$ cat config.mk
export PLATFORM = sky130hd
export DESIGN_NAME = sbcr_device_flat
export DESIGN_NICKNAME = d
export VERILOG_FILES = /design/src/hdl/sbcr_pkg.sv /design/src/hdl/sbcr_if.sv /design/src/hdl/sbcr_device.sv /design/src/hdl/sbcr_timer.sv /design/src/flat_wrapper.sv
export SDC_FILE = /design/constraint.sdc
export NUM_CORES = 1
export LEC_CHECK = 0
export BUFFER_PORTS_ARGS = -buffer_cell sky130_fd_sc_hd__buf_4
export CAP_MARGIN = 20
export CORE_MARGIN = 8
export CORE_UTILIZATION = 30
export CTS_BUF_LIST = sky130_fd_sc_hd__clkbuf_8 sky130_fd_sc_hd__clkbuf_16
export CTS_CLUSTER_DIAMETER = 150
export DETAILED_ROUTE_END_ITERATION = 6
export PLACE_DENSITY = 0.54
export SLEW_MARGIN = 25
export SYNTH_ARGS = -nofsm -noshare
export SYNTH_HDL_FRONTEND = slang
export SYNTH_HIERARCHICAL = 1
export SYNTH_SLANG_ARGS = --single-unit
$ cat constraint.sdc
create_clock -name i_clock -period 7.23 [get_ports i_clock]
set_input_delay 1.0845 -clock i_clock [delete_from_list [all_inputs] [get_ports i_clock]]
set_output_delay 1.0845 -clock i_clock [all_outputs]
set_load 0.01 [all_outputs]
$ cat src/hdl/sbcr_pkg.sv
// Shared constants and types for the sideband command responder
package sbcr_pkg;
  // Tag values
  localparam logic [7:0] TAG_EVENT   = 8'h00;
  localparam logic [7:0] TAG_MIN     = 8'h01;
  localparam logic [7:0] TAG_MAX     = 8'hFF;
  // Response codes
  localparam logic [7:0] RESP_OK          = 8'h00;
  localparam logic [7:0] RESP_FAILED      = 8'h01;
  localparam logic [7:0] RESP_UNAVAILABLE = 8'h02;
  localparam logic [7:0] RESP_UNSUPPORTED = 8'h03;
  localparam logic [7:0] RESP_DELAYED     = 8'h04;
  // Reason codes
  localparam logic [7:0] REASON_NONE         = 8'h00;
  localparam logic [7:0] REASON_UNKNOWN_TYPE = 8'h01;
  localparam logic [7:0] REASON_NO_CMD       = 8'h02;
  localparam logic [7:0] REASON_DELAYED      = 8'h03;
  // Timing figures in microseconds and derived cycle counts at 250 MHz
  localparam int CLOCK_MHZ                    = 250;
  localparam int NORMAL_EXECUTION_INTERVAL_US = 50000;
  localparam int ASYNC_NOT_READY_INTERVAL_US  = 2000000;
  localparam int DELAYED_COMPLETION_LIMIT_US  = 10000000;
  localparam longint NORMAL_EXEC_CYCLES = longint'(NORMAL_EXECUTION_INTERVAL_US) * CLOCK_MHZ;
  localparam longint NOT_READY_CYCLES   = longint'(ASYNC_NOT_READY_INTERVAL_US) * CLOCK_MHZ;
  localparam longint DELAY_LIMIT_CYCLES = longint'(DELAYED_COMPLETION_LIMIT_US) * CLOCK_MHZ;
  // Suggested next poll interval returned with a delayed answer, in microseconds
  localparam logic [15:0] POLL_HINT_US = 16'h0064;
  // Responder state codes
  typedef enum logic [3:0] {
    ST_IDLE = 4'b0001,
    ST_EXEC = 4'b0010,
    ST_RESP = 4'b0100,
    ST_WAIT = 4'b1000
  } sbcr_state_e;
endpackage

$ cat src/hdl/sbcr_if.sv
// Command and response link between controller and device
`timescale 1ns/1ps
interface sbcr_if;
  logic       cmd_valid;
  logic       cmd_ready;
  logic [7:0] cmd_tag;
  logic [7:0] cmd_type;
  logic       cmd_poll;
  logic [7:0] cmd_data;
  logic       rsp_valid;
  logic [7:0] rsp_tag;
  logic [7:0] rsp_type;
  logic [7:0] rsp_code;
  logic [7:0] rsp_reason;
  logic [7:0] rsp_data;
  logic [15:0] rsp_hint;
  modport device (
    input  cmd_valid, cmd_tag, cmd_type, cmd_poll, cmd_data,
    output cmd_ready, rsp_valid, rsp_tag, rsp_type, rsp_code, rsp_reason, rsp_data, rsp_hint
  );
  modport host (
    output cmd_valid, cmd_tag, cmd_type, cmd_poll, cmd_data,
    input  cmd_ready, rsp_valid, rsp_tag, rsp_type, rsp_code, rsp_reason, rsp_data, rsp_hint
  );
endinterface

$ cat src/hdl/sbcr_device.sv
// Device end: takes commands, matches tags, answers, and runs the action
`timescale 1ns/1ps
// Notes on behaviour
// - Tags are 8-bit, one through 255, never zero
// - Response carries the command's own tag
// - Same tag as before: resend held response
// - Same tag with poll flag is status poll
// - Poll with nothing in progress gets error
// - Poll returns response, or delayed code with hint
// - Different tag runs as a fresh command
// - Initial state forgets earlier tags
// - Controller uses new tag, reuses on retry
// - Unsolicited event packets carry tag zero
// - One command at a time until answered
// - Controller keeps one command outstanding
// - Every well formed command gets a response
// - Held response replaced by each new response
// - Unknown commands unsupported; busy ones unavailable
// - Early response only when values are known
// - Operations complete in arrival order
// - Respond within the normal execution interval
// - Finish operations within not-ready interval
// - Failed completion after response enters initial state
// - Slow answers may be delayed, then polled
// - Delayed command finishes within the completion limit
module sbcr_device
  import sbcr_pkg::*;
#(
  parameter longint NORMAL_CYCLES = NORMAL_EXEC_CYCLES,
  parameter longint OP_CYCLES     = NOT_READY_CYCLES,
  parameter longint DELAY_CYCLES  = DELAY_LIMIT_CYCLES,
  parameter int     TYPE_COUNT    = 8
) (
  // Clock and reset
  input  wire logic       i_clock,
  input  wire logic       i_rst,
  // Link to the controller
  sbcr_if.device          link,
  // Execution engine on the user side
  output logic            o_exec_start,
  output logic [7:0]      o_exec_type,
  output logic [7:0]      o_exec_data,
  input  wire logic       i_exec_done,
  input  wire logic       i_exec_ok,
  input  wire logic [7:0] i_exec_result,
  input  wire logic       i_exec_early,
  input  wire logic       i_busy,
  // Unsolicited events from the user side
  input  wire logic       i_event_valid,
  input  wire logic [7:0] i_event_code,
  output logic            o_event_valid,
  output logic [7:0]      o_event_tag,
  output logic [7:0]      o_event_code,
  // Initial state control and status
  input  wire logic       i_enter_initial,
  input  wire logic       i_clear_initial,
  output logic            o_initial_state
);
  sbcr_state_e state, next_state;
  logic        have_prev, next_have_prev;
  logic [7:0]  prev_tag, next_prev_tag;
  logic [7:0]  r_tag, next_r_tag;
  logic [7:0]  r_type, next_r_type;
  logic [7:0]  r_code, next_r_code;
  logic [7:0]  r_reason, next_r_reason;
  logic [7:0]  r_data, next_r_data;
  logic [15:0] r_hint, next_r_hint;
  logic        delayed, next_delayed;
  logic        early, next_early, was_dly, next_was_dly;    // Last new command went delayed
  logic        init_st, next_init_st;
  logic        start, load_norm, load_op, load_dly, stop_t;
  logic        norm_exp, op_exp, dly_exp;
  logic        take, same_tag;

  assign take     = link.cmd_valid && state == ST_IDLE;
  assign same_tag = have_prev && link.cmd_tag == prev_tag;

  // Deadline timers: normal interval, post-response operation, delayed completion
  sbcr_timer #(.WIDTH(40)) u_norm (
    .i_clock(i_clock), .i_rst(i_rst), .i_load(load_norm),
    .i_count(40'(NORMAL_CYCLES)), .i_stop(stop_t), .o_expired(norm_exp));
  sbcr_timer #(.WIDTH(40)) u_op (
    .i_clock(i_clock), .i_rst(i_rst), .i_load(load_op),
    .i_count(40'(OP_CYCLES)), .i_stop(stop_t), .o_expired(op_exp));
  sbcr_timer #(.WIDTH(40)) u_dly (
    .i_clock(i_clock), .i_rst(i_rst), .i_load(load_dly),
    .i_count(40'(DELAY_CYCLES)), .i_stop(stop_t), .o_expired(dly_exp));

  // Command decode, execution tracking and response formation
  always_comb begin
    next_state     = state;
    next_have_prev = have_prev;
    next_prev_tag  = prev_tag;
    next_r_tag     = r_tag;
    next_r_type    = r_type;
    next_r_code    = r_code;
    next_r_reason  = r_reason;
    next_r_data    = r_data;
    next_r_hint    = r_hint;
    next_delayed   = delayed;
    next_early     = early;
    next_was_dly   = was_dly;
    next_init_st   = init_st;
    start          = 1'b0;
    load_norm      = 1'b0;
    load_op        = 1'b0;
    load_dly       = 1'b0;
    stop_t         = 1'b0;
    if (i_clear_initial) begin
      next_init_st = 1'b0;
    end
    unique case (state)
      ST_IDLE: begin
        if (delayed && i_exec_done) begin                          // Background finish, kept
          next_delayed  = 1'b0;
          stop_t        = 1'b1;
          next_r_code   = i_exec_ok ? RESP_OK : RESP_FAILED;
          next_r_reason = REASON_NONE;
          next_r_data   = i_exec_result;
          next_r_hint   = 16'h0000;
        end else if (dly_exp) begin
          next_delayed = 1'b0;
          next_init_st = 1'b1;
        end else if (early && (i_exec_done || op_exp)) begin
          next_early = 1'b0;
          stop_t     = 1'b1;
          if (!i_exec_ok || op_exp) begin
            next_init_st = 1'b1;
          end
        end
        if (take) begin
          next_r_tag  = link.cmd_tag;
          next_r_type = link.cmd_type;
          next_r_hint = 16'h0000;
          next_state  = ST_RESP;
          if (link.cmd_tag == TAG_EVENT || (link.cmd_poll && !(same_tag && was_dly))) begin
            next_r_code   = RESP_FAILED;
            next_r_reason = (link.cmd_tag == TAG_EVENT) ? REASON_NONE : REASON_NO_CMD;
          end else if (link.cmd_poll || same_tag) begin
            if (next_delayed) begin
              next_r_code   = RESP_DELAYED;
              next_r_reason = REASON_DELAYED;
              next_r_hint   = POLL_HINT_US;
            end
          end else begin
            next_have_prev = 1'b1;
            next_prev_tag  = link.cmd_tag;
            next_was_dly   = 1'b0;
            next_r_data    = 8'h00;
            if (link.cmd_type >= 8'(TYPE_COUNT)) begin
              next_r_code   = RESP_UNSUPPORTED;
              next_r_reason = REASON_UNKNOWN_TYPE;
            end else if (i_busy || next_delayed || next_early) begin
              next_r_code   = RESP_UNAVAILABLE;
              next_r_reason = REASON_NONE;
            end else begin
              start      = 1'b1;
              load_norm  = 1'b1;
              next_early = 1'b0;
              next_state = ST_EXEC;
            end
          end
        end
      end
      ST_EXEC: begin
        if (i_exec_done || i_exec_early) begin
          next_r_code   = (i_exec_done && !i_exec_ok) ? RESP_FAILED : RESP_OK;
          next_r_reason = REASON_NONE;
          next_r_data   = i_exec_result;
          stop_t        = i_exec_done;
          next_early    = !i_exec_done;
          load_op       = !i_exec_done;
          next_state    = ST_RESP;
        end else if (norm_exp) begin
          next_r_code   = RESP_DELAYED;
          next_r_reason = REASON_DELAYED;
          next_r_hint   = POLL_HINT_US;
          next_delayed  = 1'b1;
          next_was_dly  = 1'b1;
          load_dly      = 1'b1;
          next_state    = ST_RESP;
        end
      end
      ST_RESP: begin
        next_state = ST_WAIT;
      end
      ST_WAIT: begin
        if (!link.cmd_valid) begin
          next_state = ST_IDLE;
        end
      end
    endcase
    if (i_enter_initial) begin
      next_init_st = 1'b1;
    end
    if (next_init_st && !init_st) begin
      next_have_prev = 1'b0;
      next_delayed   = 1'b0;
      next_early     = 1'b0;
      next_was_dly   = 1'b0;
    end
  end

  // State registers
  always_ff @(posedge i_clock) begin
    if (i_rst) begin
      state    <= ST_IDLE;
      have_prev <= 1'b0;
      prev_tag <= TAG_EVENT;
      r_tag    <= TAG_EVENT;
      r_type   <= 8'h00;
      r_code   <= RESP_OK;
      r_reason <= REASON_NONE;
      r_data   <= 8'h00;
      r_hint   <= 16'h0000;
      delayed  <= 1'b0;
      early    <= 1'b0;
      was_dly  <= 1'b0;
      init_st  <= 1'b1;
    end else begin
      state    <= next_state;
      have_prev <= next_have_prev;
      prev_tag <= next_prev_tag;
      r_tag    <= next_r_tag;
      r_type   <= next_r_type;
      r_code   <= next_r_code;
      r_reason <= next_r_reason;
      r_data   <= next_r_data;
      r_hint   <= next_r_hint;
      delayed  <= next_delayed;
      early    <= next_early;
      was_dly  <= next_was_dly;
      init_st  <= next_init_st;
    end
  end

  // Execution request, one per fresh command that is not refused, in arrival order
  always_ff @(posedge i_clock) begin
    if (i_rst) begin
      o_exec_start <= 1'b0;
      o_exec_type  <= 8'h00;
      o_exec_data  <= 8'h00;
    end else begin
      o_exec_start <= start;
      if (start) begin
        o_exec_type <= link.cmd_type;
        o_exec_data <= link.cmd_data;
      end
    end
  end

  // Unsolicited events always leave with tag zero
  always_ff @(posedge i_clock) begin
    if (i_rst) begin
      o_event_valid <= 1'b0;
      o_event_tag   <= TAG_EVENT;
      o_event_code  <= 8'h00;
    end else begin
      o_event_valid <= i_event_valid;
      o_event_tag   <= TAG_EVENT;
      o_event_code  <= i_event_code;
    end
  end

  // Link outputs
  assign link.cmd_ready  = state == ST_IDLE;
  assign link.rsp_valid  = state == ST_RESP;
  assign link.rsp_tag    = r_tag;
  assign link.rsp_type   = r_type;
  assign link.rsp_code   = r_code;
  assign link.rsp_reason = r_reason;
  assign link.rsp_data   = r_data;
  assign link.rsp_hint   = r_hint;
  assign o_initial_state = init_st;
endmodule

$ cat src/hdl/sbcr_timer.sv
// Down counter that flags when a loaded cycle budget has run out
`timescale 1ns/1ps
module sbcr_timer #(
  parameter int WIDTH = 32
) (
  // Clock and reset
  input  wire logic             i_clock,
  input  wire logic             i_rst,
  // Control
  input  wire logic             i_load,
  input  wire logic [WIDTH-1:0] i_count,
  input  wire logic             i_stop,
  // Status
  output logic                  o_expired
);
  logic [WIDTH-1:0] count;
  logic             run;
  logic [WIDTH-1:0] next_count;
  logic             next_run;
  logic             next_expired;

  // Next count and run state
  always_comb begin
    next_count   = count;
    next_run     = run;
    next_expired = 1'b0;
    if (i_load) begin
      next_count = i_count;
      next_run   = 1'b1;
    end else if (i_stop) begin
      next_run = 1'b0;
    end else if (run) begin
      if (count == '0) begin
        next_expired = 1'b1;
        next_run     = 1'b0;
      end else begin
        next_count = count - 1'b1;
      end
    end
  end

  // Register the counter
  always_ff @(posedge i_clock) begin
    if (i_rst) begin
      count     <= '0;
      run       <= 1'b0;
      o_expired <= 1'b0;
    end else begin
      count     <= next_count;
      run       <= next_run;
      o_expired <= next_expired;
    end
  end
endmodule
$ cat src/flat_wrapper.sv
// flat-port wrapper written by rule: the top's interface ports become plain ports
module sbcr_device_flat import sbcr_pkg::*;
#(
  parameter longint NORMAL_CYCLES = NORMAL_EXEC_CYCLES,
  parameter longint OP_CYCLES     = NOT_READY_CYCLES,
  parameter longint DELAY_CYCLES  = DELAY_LIMIT_CYCLES,
  parameter int     TYPE_COUNT    = 8
)
  (i_clock, i_rst, o_exec_start, o_exec_type, o_exec_data, i_exec_done, i_exec_ok, i_exec_result, i_exec_early, i_busy, i_event_valid, i_event_code, o_event_valid, o_event_tag, o_event_code, i_enter_initial, i_clear_initial, o_initial_state, link_cmd_valid, link_cmd_tag, link_cmd_type, link_cmd_poll, link_cmd_data, link_cmd_ready, link_rsp_valid, link_rsp_tag, link_rsp_type, link_rsp_code, link_rsp_reason, link_rsp_data, link_rsp_hint);
  sbcr_if link_i ();
  input  wire logic i_clock;
  input  wire logic i_rst;
  output logic o_exec_start;
  output logic [7:0] o_exec_type;
  output logic [7:0] o_exec_data;
  input  wire logic i_exec_done;
  input  wire logic i_exec_ok;
  input  wire logic [7:0] i_exec_result;
  input  wire logic i_exec_early;
  input  wire logic i_busy;
  input  wire logic i_event_valid;
  input  wire logic [7:0] i_event_code;
  output logic o_event_valid;
  output logic [7:0] o_event_tag;
  output logic [7:0] o_event_code;
  input  wire logic i_enter_initial;
  input  wire logic i_clear_initial;
  output logic o_initial_state;
  input wire logic [$bits(link_i.cmd_valid)-1:0] link_cmd_valid;
  input wire logic [$bits(link_i.cmd_tag)-1:0] link_cmd_tag;
  input wire logic [$bits(link_i.cmd_type)-1:0] link_cmd_type;
  input wire logic [$bits(link_i.cmd_poll)-1:0] link_cmd_poll;
  input wire logic [$bits(link_i.cmd_data)-1:0] link_cmd_data;
  output wire logic [$bits(link_i.cmd_ready)-1:0] link_cmd_ready;
  output wire logic [$bits(link_i.rsp_valid)-1:0] link_rsp_valid;
  output wire logic [$bits(link_i.rsp_tag)-1:0] link_rsp_tag;
  output wire logic [$bits(link_i.rsp_type)-1:0] link_rsp_type;
  output wire logic [$bits(link_i.rsp_code)-1:0] link_rsp_code;
  output wire logic [$bits(link_i.rsp_reason)-1:0] link_rsp_reason;
  output wire logic [$bits(link_i.rsp_data)-1:0] link_rsp_data;
  output wire logic [$bits(link_i.rsp_hint)-1:0] link_rsp_hint;
  assign link_i.cmd_valid = link_cmd_valid;
  assign link_i.cmd_tag = link_cmd_tag;
  assign link_i.cmd_type = link_cmd_type;
  assign link_i.cmd_poll = link_cmd_poll;
  assign link_i.cmd_data = link_cmd_data;
  assign link_cmd_ready = link_i.cmd_ready;
  assign link_rsp_valid = link_i.rsp_valid;
  assign link_rsp_tag = link_i.rsp_tag;
  assign link_rsp_type = link_i.rsp_type;
  assign link_rsp_code = link_i.rsp_code;
  assign link_rsp_reason = link_i.rsp_reason;
  assign link_rsp_data = link_i.rsp_data;
  assign link_rsp_hint = link_i.rsp_hint;
  sbcr_device #(.NORMAL_CYCLES(NORMAL_CYCLES), .OP_CYCLES(OP_CYCLES), .DELAY_CYCLES(DELAY_CYCLES), .TYPE_COUNT(TYPE_COUNT)) u_core (.i_clock(i_clock), .i_rst(i_rst), .link(link_i), .o_exec_start(o_exec_start), .o_exec_type(o_exec_type), .o_exec_data(o_exec_data), .i_exec_done(i_exec_done), .i_exec_ok(i_exec_ok), .i_exec_result(i_exec_result), .i_exec_early(i_exec_early), .i_busy(i_busy), .i_event_valid(i_event_valid), .i_event_code(i_event_code), .o_event_valid(o_event_valid), .o_event_tag(o_event_tag), .o_event_code(o_event_code), .i_enter_initial(i_enter_initial), .i_clear_initial(i_clear_initial), .o_initial_state(o_initial_state));
endmodule
==> summary.md <==
| Metric | Value |
|---|---|
| Setup TNS | 0 ps |
| Yosys top cell area share | between 30 and 40% |
| Via count | between 10000 and 15000 |
| Critical-path cell list | inv_1, nand3_1, o21ai_0, nor2b_1, nand3_1, or4_1, a311oi_1 |
| Cell count after synthesis | 1384 |
| Layout Nets | 1624 |
| RSZ-0062 raised after global routing | false |
| CP Capture Type | flip-flop |
| Worst Setup Slack, final | 3160 ps |
| CTS Hold Bufs | 0 |
| Buffers & Inverters on Critical Path | 1 |
| Gate power share | ~6.9% |
| Design area | approximately 14000 um2 |
| Synth Cell Area | 11500 um2 |
| Clk_skew | about 15 ps |
| CTS tree | yes |
| Top Registers | u_core/u_dly/count x40, u_core/u_norm/count x40, u_core/u_op/count x40 |
| Count of different cell masters after synthesis | 83 |
| Place WS | between 2000 and 3000 ps |
| Synth area leader | dfxtp_1 |
| Mux cell area share after synthesis | 2.34% |
| Inserted Clock Buffers | 26 |
| Period utilization | a little under three fifths |
| Post-synthesis sequential area ratio | a little over a third |
| Chip Width | 212 um |
| Final WL | 33000 um |
| Global-route wire length before repair | about 54000 um |
| Cell Int Power | 1.97 mW |
| Clk root buf | clkbuf_16 |
| Setup Crit Path Kind | flip-flop to flip-flop |
| Crit-path most repeated cell | nand3_1 |
| Layout cells sized above 1 | 14.9% |
| Largest family of logic cells by synthesized area | simple AND/OR/NAND/NOR gates |
| Placed cell areas | 13100 um2 |
| Xor and xnor fraction of the mapped netlist area | less than 1% |
| Port buffer count | ~120 |
| Critical Path RT | roughly 7700 ps |
| Placer Congestion | between 0.8 and 0.9 |
| Total core area | between 30000 and 40000 um2 |
| Worst Setup Start Kind | flip-flop |
| Synth Area in Adders | 0.650% |
| Outcome | completed |
| Max Cap Viol | 0 |
| # clock sinks | 210 |
| Switch Pwr | about 0.64 mW |
| Relative slew slack | around a third |
| Clock network fraction of total power | between 40% and 50% |
| Arrival @ worst endpoint | approximately 4500 ps |
| Die area | around 45000 um2 |
| Switching share of power | between 20% and 30% |
| Antenna cell count | 0 |
| CP delay by family, top | simple AND/OR/NAND/NOR gates |
| Final Hold Viols | 0 |
| Max stage delay cell, worst path | nor2b_1 |
| Simple logic cell fraction of the synthesized area | about 31% |
| Row cnt | slightly above 70 |
| FFs w/ async S/R, synth | 0% |
| Synth Area per Inst | 8.34 um2 |
| Number of fill cells | 3988 |
| Worst Tran Pin Value | ~1000 ps |
| Commonest cells after routing, fill and taps aside | dfxtp_1, nor2_1, conb_1, buf_4, nand2_1 |
| Hold path depth | 2 |
| H-Tree Depth | 1 |
| Leakage | 5.31 nW |
| # resized after CTS | 0 |
| # setup viols final | 0 |
| Synth area leaders | dfxtp_1, a311oi_1, nor2_1 |
| Total congestion overflow | 0 |
| Slowest stage delay, CP | around 800 ps |
| Pwr dens | between 150 and 200 nW/um2 |
| CP Max Fanout | 17 |
| DR pass1 iterations | 5 |
| Clock transition at path regs | 60 ps |
| Initial antenna violation count | 1 |
| Worst Hold Class | flip-flop to flip-flop |
| #FFs+latches synth | 210 |
| Complex-gate fraction of the synthesized area | ~22% |
| Number of synthesized flops with an enable pin | 0 |
| Fmax | 0.245 GHz |
| Routed Antenna Nets | 0 |
| IO Pins | 144 |
| Chip Height | around 210 um |
| Clk buf depth | 3 |
| CP Depth | 7 |
| Post-CTS setup buffer count | 0 |
| Slew Limit Fails | 0 |
| Vias/cell | ~5.2 |
| Largest net degree at the start of global routing | 75 |
| Flop pwr share | approximately 46% |
| Effective utilization at floorplan | between 30% and 40% |
| Synth-to-layout area growth | 20.9% |
| Yosys warning count | 6 |
| DR DRC count | 0 |
| VDD IR-drop max | approximately 0.00014 V |
| FF-to-FF path depth | 7 |
| GR Util All Layers | about 14% |
| Initial DRC Count | between 800 and 900 |
| Average routed wire per standard cell | ~16 um |
| DP Wirelength | ~22000 um |
| Clock latency on the worst-skew pair | 540 ps |
| Top FF cell, synth | dfxtp_1 |
| Crit path time final | 4070 ps |
| Most common cell after layout, fill and taps aside | dfxtp_1 |
| Vias in the first global route | slightly above 10000 |
-- area by class of cell --
| cell class | count | area [um2] | area share (%) |
|---|---|---|---|
| clock buffer | 34 | 761 | 5.45 |
| tap | 518 | 648 | 4.64 |
| sequential | 210 | 4200 | 30.1 |
| clock inverter | 11 | 60.1 | 0.430 |
| multi-input combinational | 1159 | 7150 | 51.2 |
| timing repair buffer | 132 | 995 | 7.13 |
| inverter | 38 | 143 | 1.02 |
-- worst register-to-register path: cells and delay by family (launching register included) --
kind / cells / cell delay [ps]
and+or+nand+nor: 4 / 2620
DFF: 1 / 500
AOI/OAI and AO/OA: 2 / 730
buffers and inverters: 1 / 140
-- worst paths after layout --
kind | endpoint | start | slack (ps)
setup / recovery | u_core/u_norm/count[38] | u_core/state[3] | 3160
hold / removal | u_core/link.rsp_tag[4] | u_core/link.rsp_tag[4] | 450
setup reg to reg | u_core/u_norm/count[38] | u_core/state[3] | 3160
hold reg to reg | u_core/link.rsp_tag[4] | u_core/link.rsp_tag[4] | 450
-- metal layers --
| metal | vias to the layer above | track usage (%) | share of wire, % |
|---|---|---|---|
| li1 | 5496 | - | - |
| met1 | 5136 | 19.7 | 48 |
| met2 | 224 | 22.8 | 45 |
| met3 | 38 | 2.42 | 5.1 |
| met4 | 2 | 3.28 | 1.5 |
| met5 | - | 0 | 0.058 |
-- cell usage after synthesis, types with 35 or more instances --
library cell,n
or4_1,58
o31ai_1,42
nor2_1,171
a21oi_1,44
or3_1,53
nand2_1,85
a311oi_1,75
o21ai_0,50
dfxtp_1,210
nor3_1,40
inv_1,35
clkbuf_1,77
-- stage by stage --
stage | power [mW] | util (%) | instances | hold slack (ps)
after floorplan | 1.32 | - | 1523 | 432
after global routing | 2.72 | 36.5 | 2102 | 479
final | 2.60 | 36.5 | 2102 | 455
after global placement | 1.39 | 34.3 | 2057 | 445
after CTS | 2.65 | 36.4 | 2102 | 460
after detailed placement | 1.39 | 34.3 | 2057 | 446
-- cells by family after synthesis --
kind of cell,after synthesis
AND/OR/NAND/NOR,640
AO/OA/AOI/OAI,333
flip-flops,210
buffers and inverters,154
multiplexers,27
XOR/XNOR,12
adder cells (fa/ha/maj),6
other,2
-- power groups by stage --
stage               Clock, mW  Sequential [mW]  Combinational [mW]
floorplan                   0             1.21               0.115
global placement            0             1.21               0.177
detailed placement          0             1.21               0.178
CTS                      1.29             1.18               0.178
global route             1.34             1.18               0.200
finish                   1.24             1.18               0.178
(Power assumes the default switching activity.)
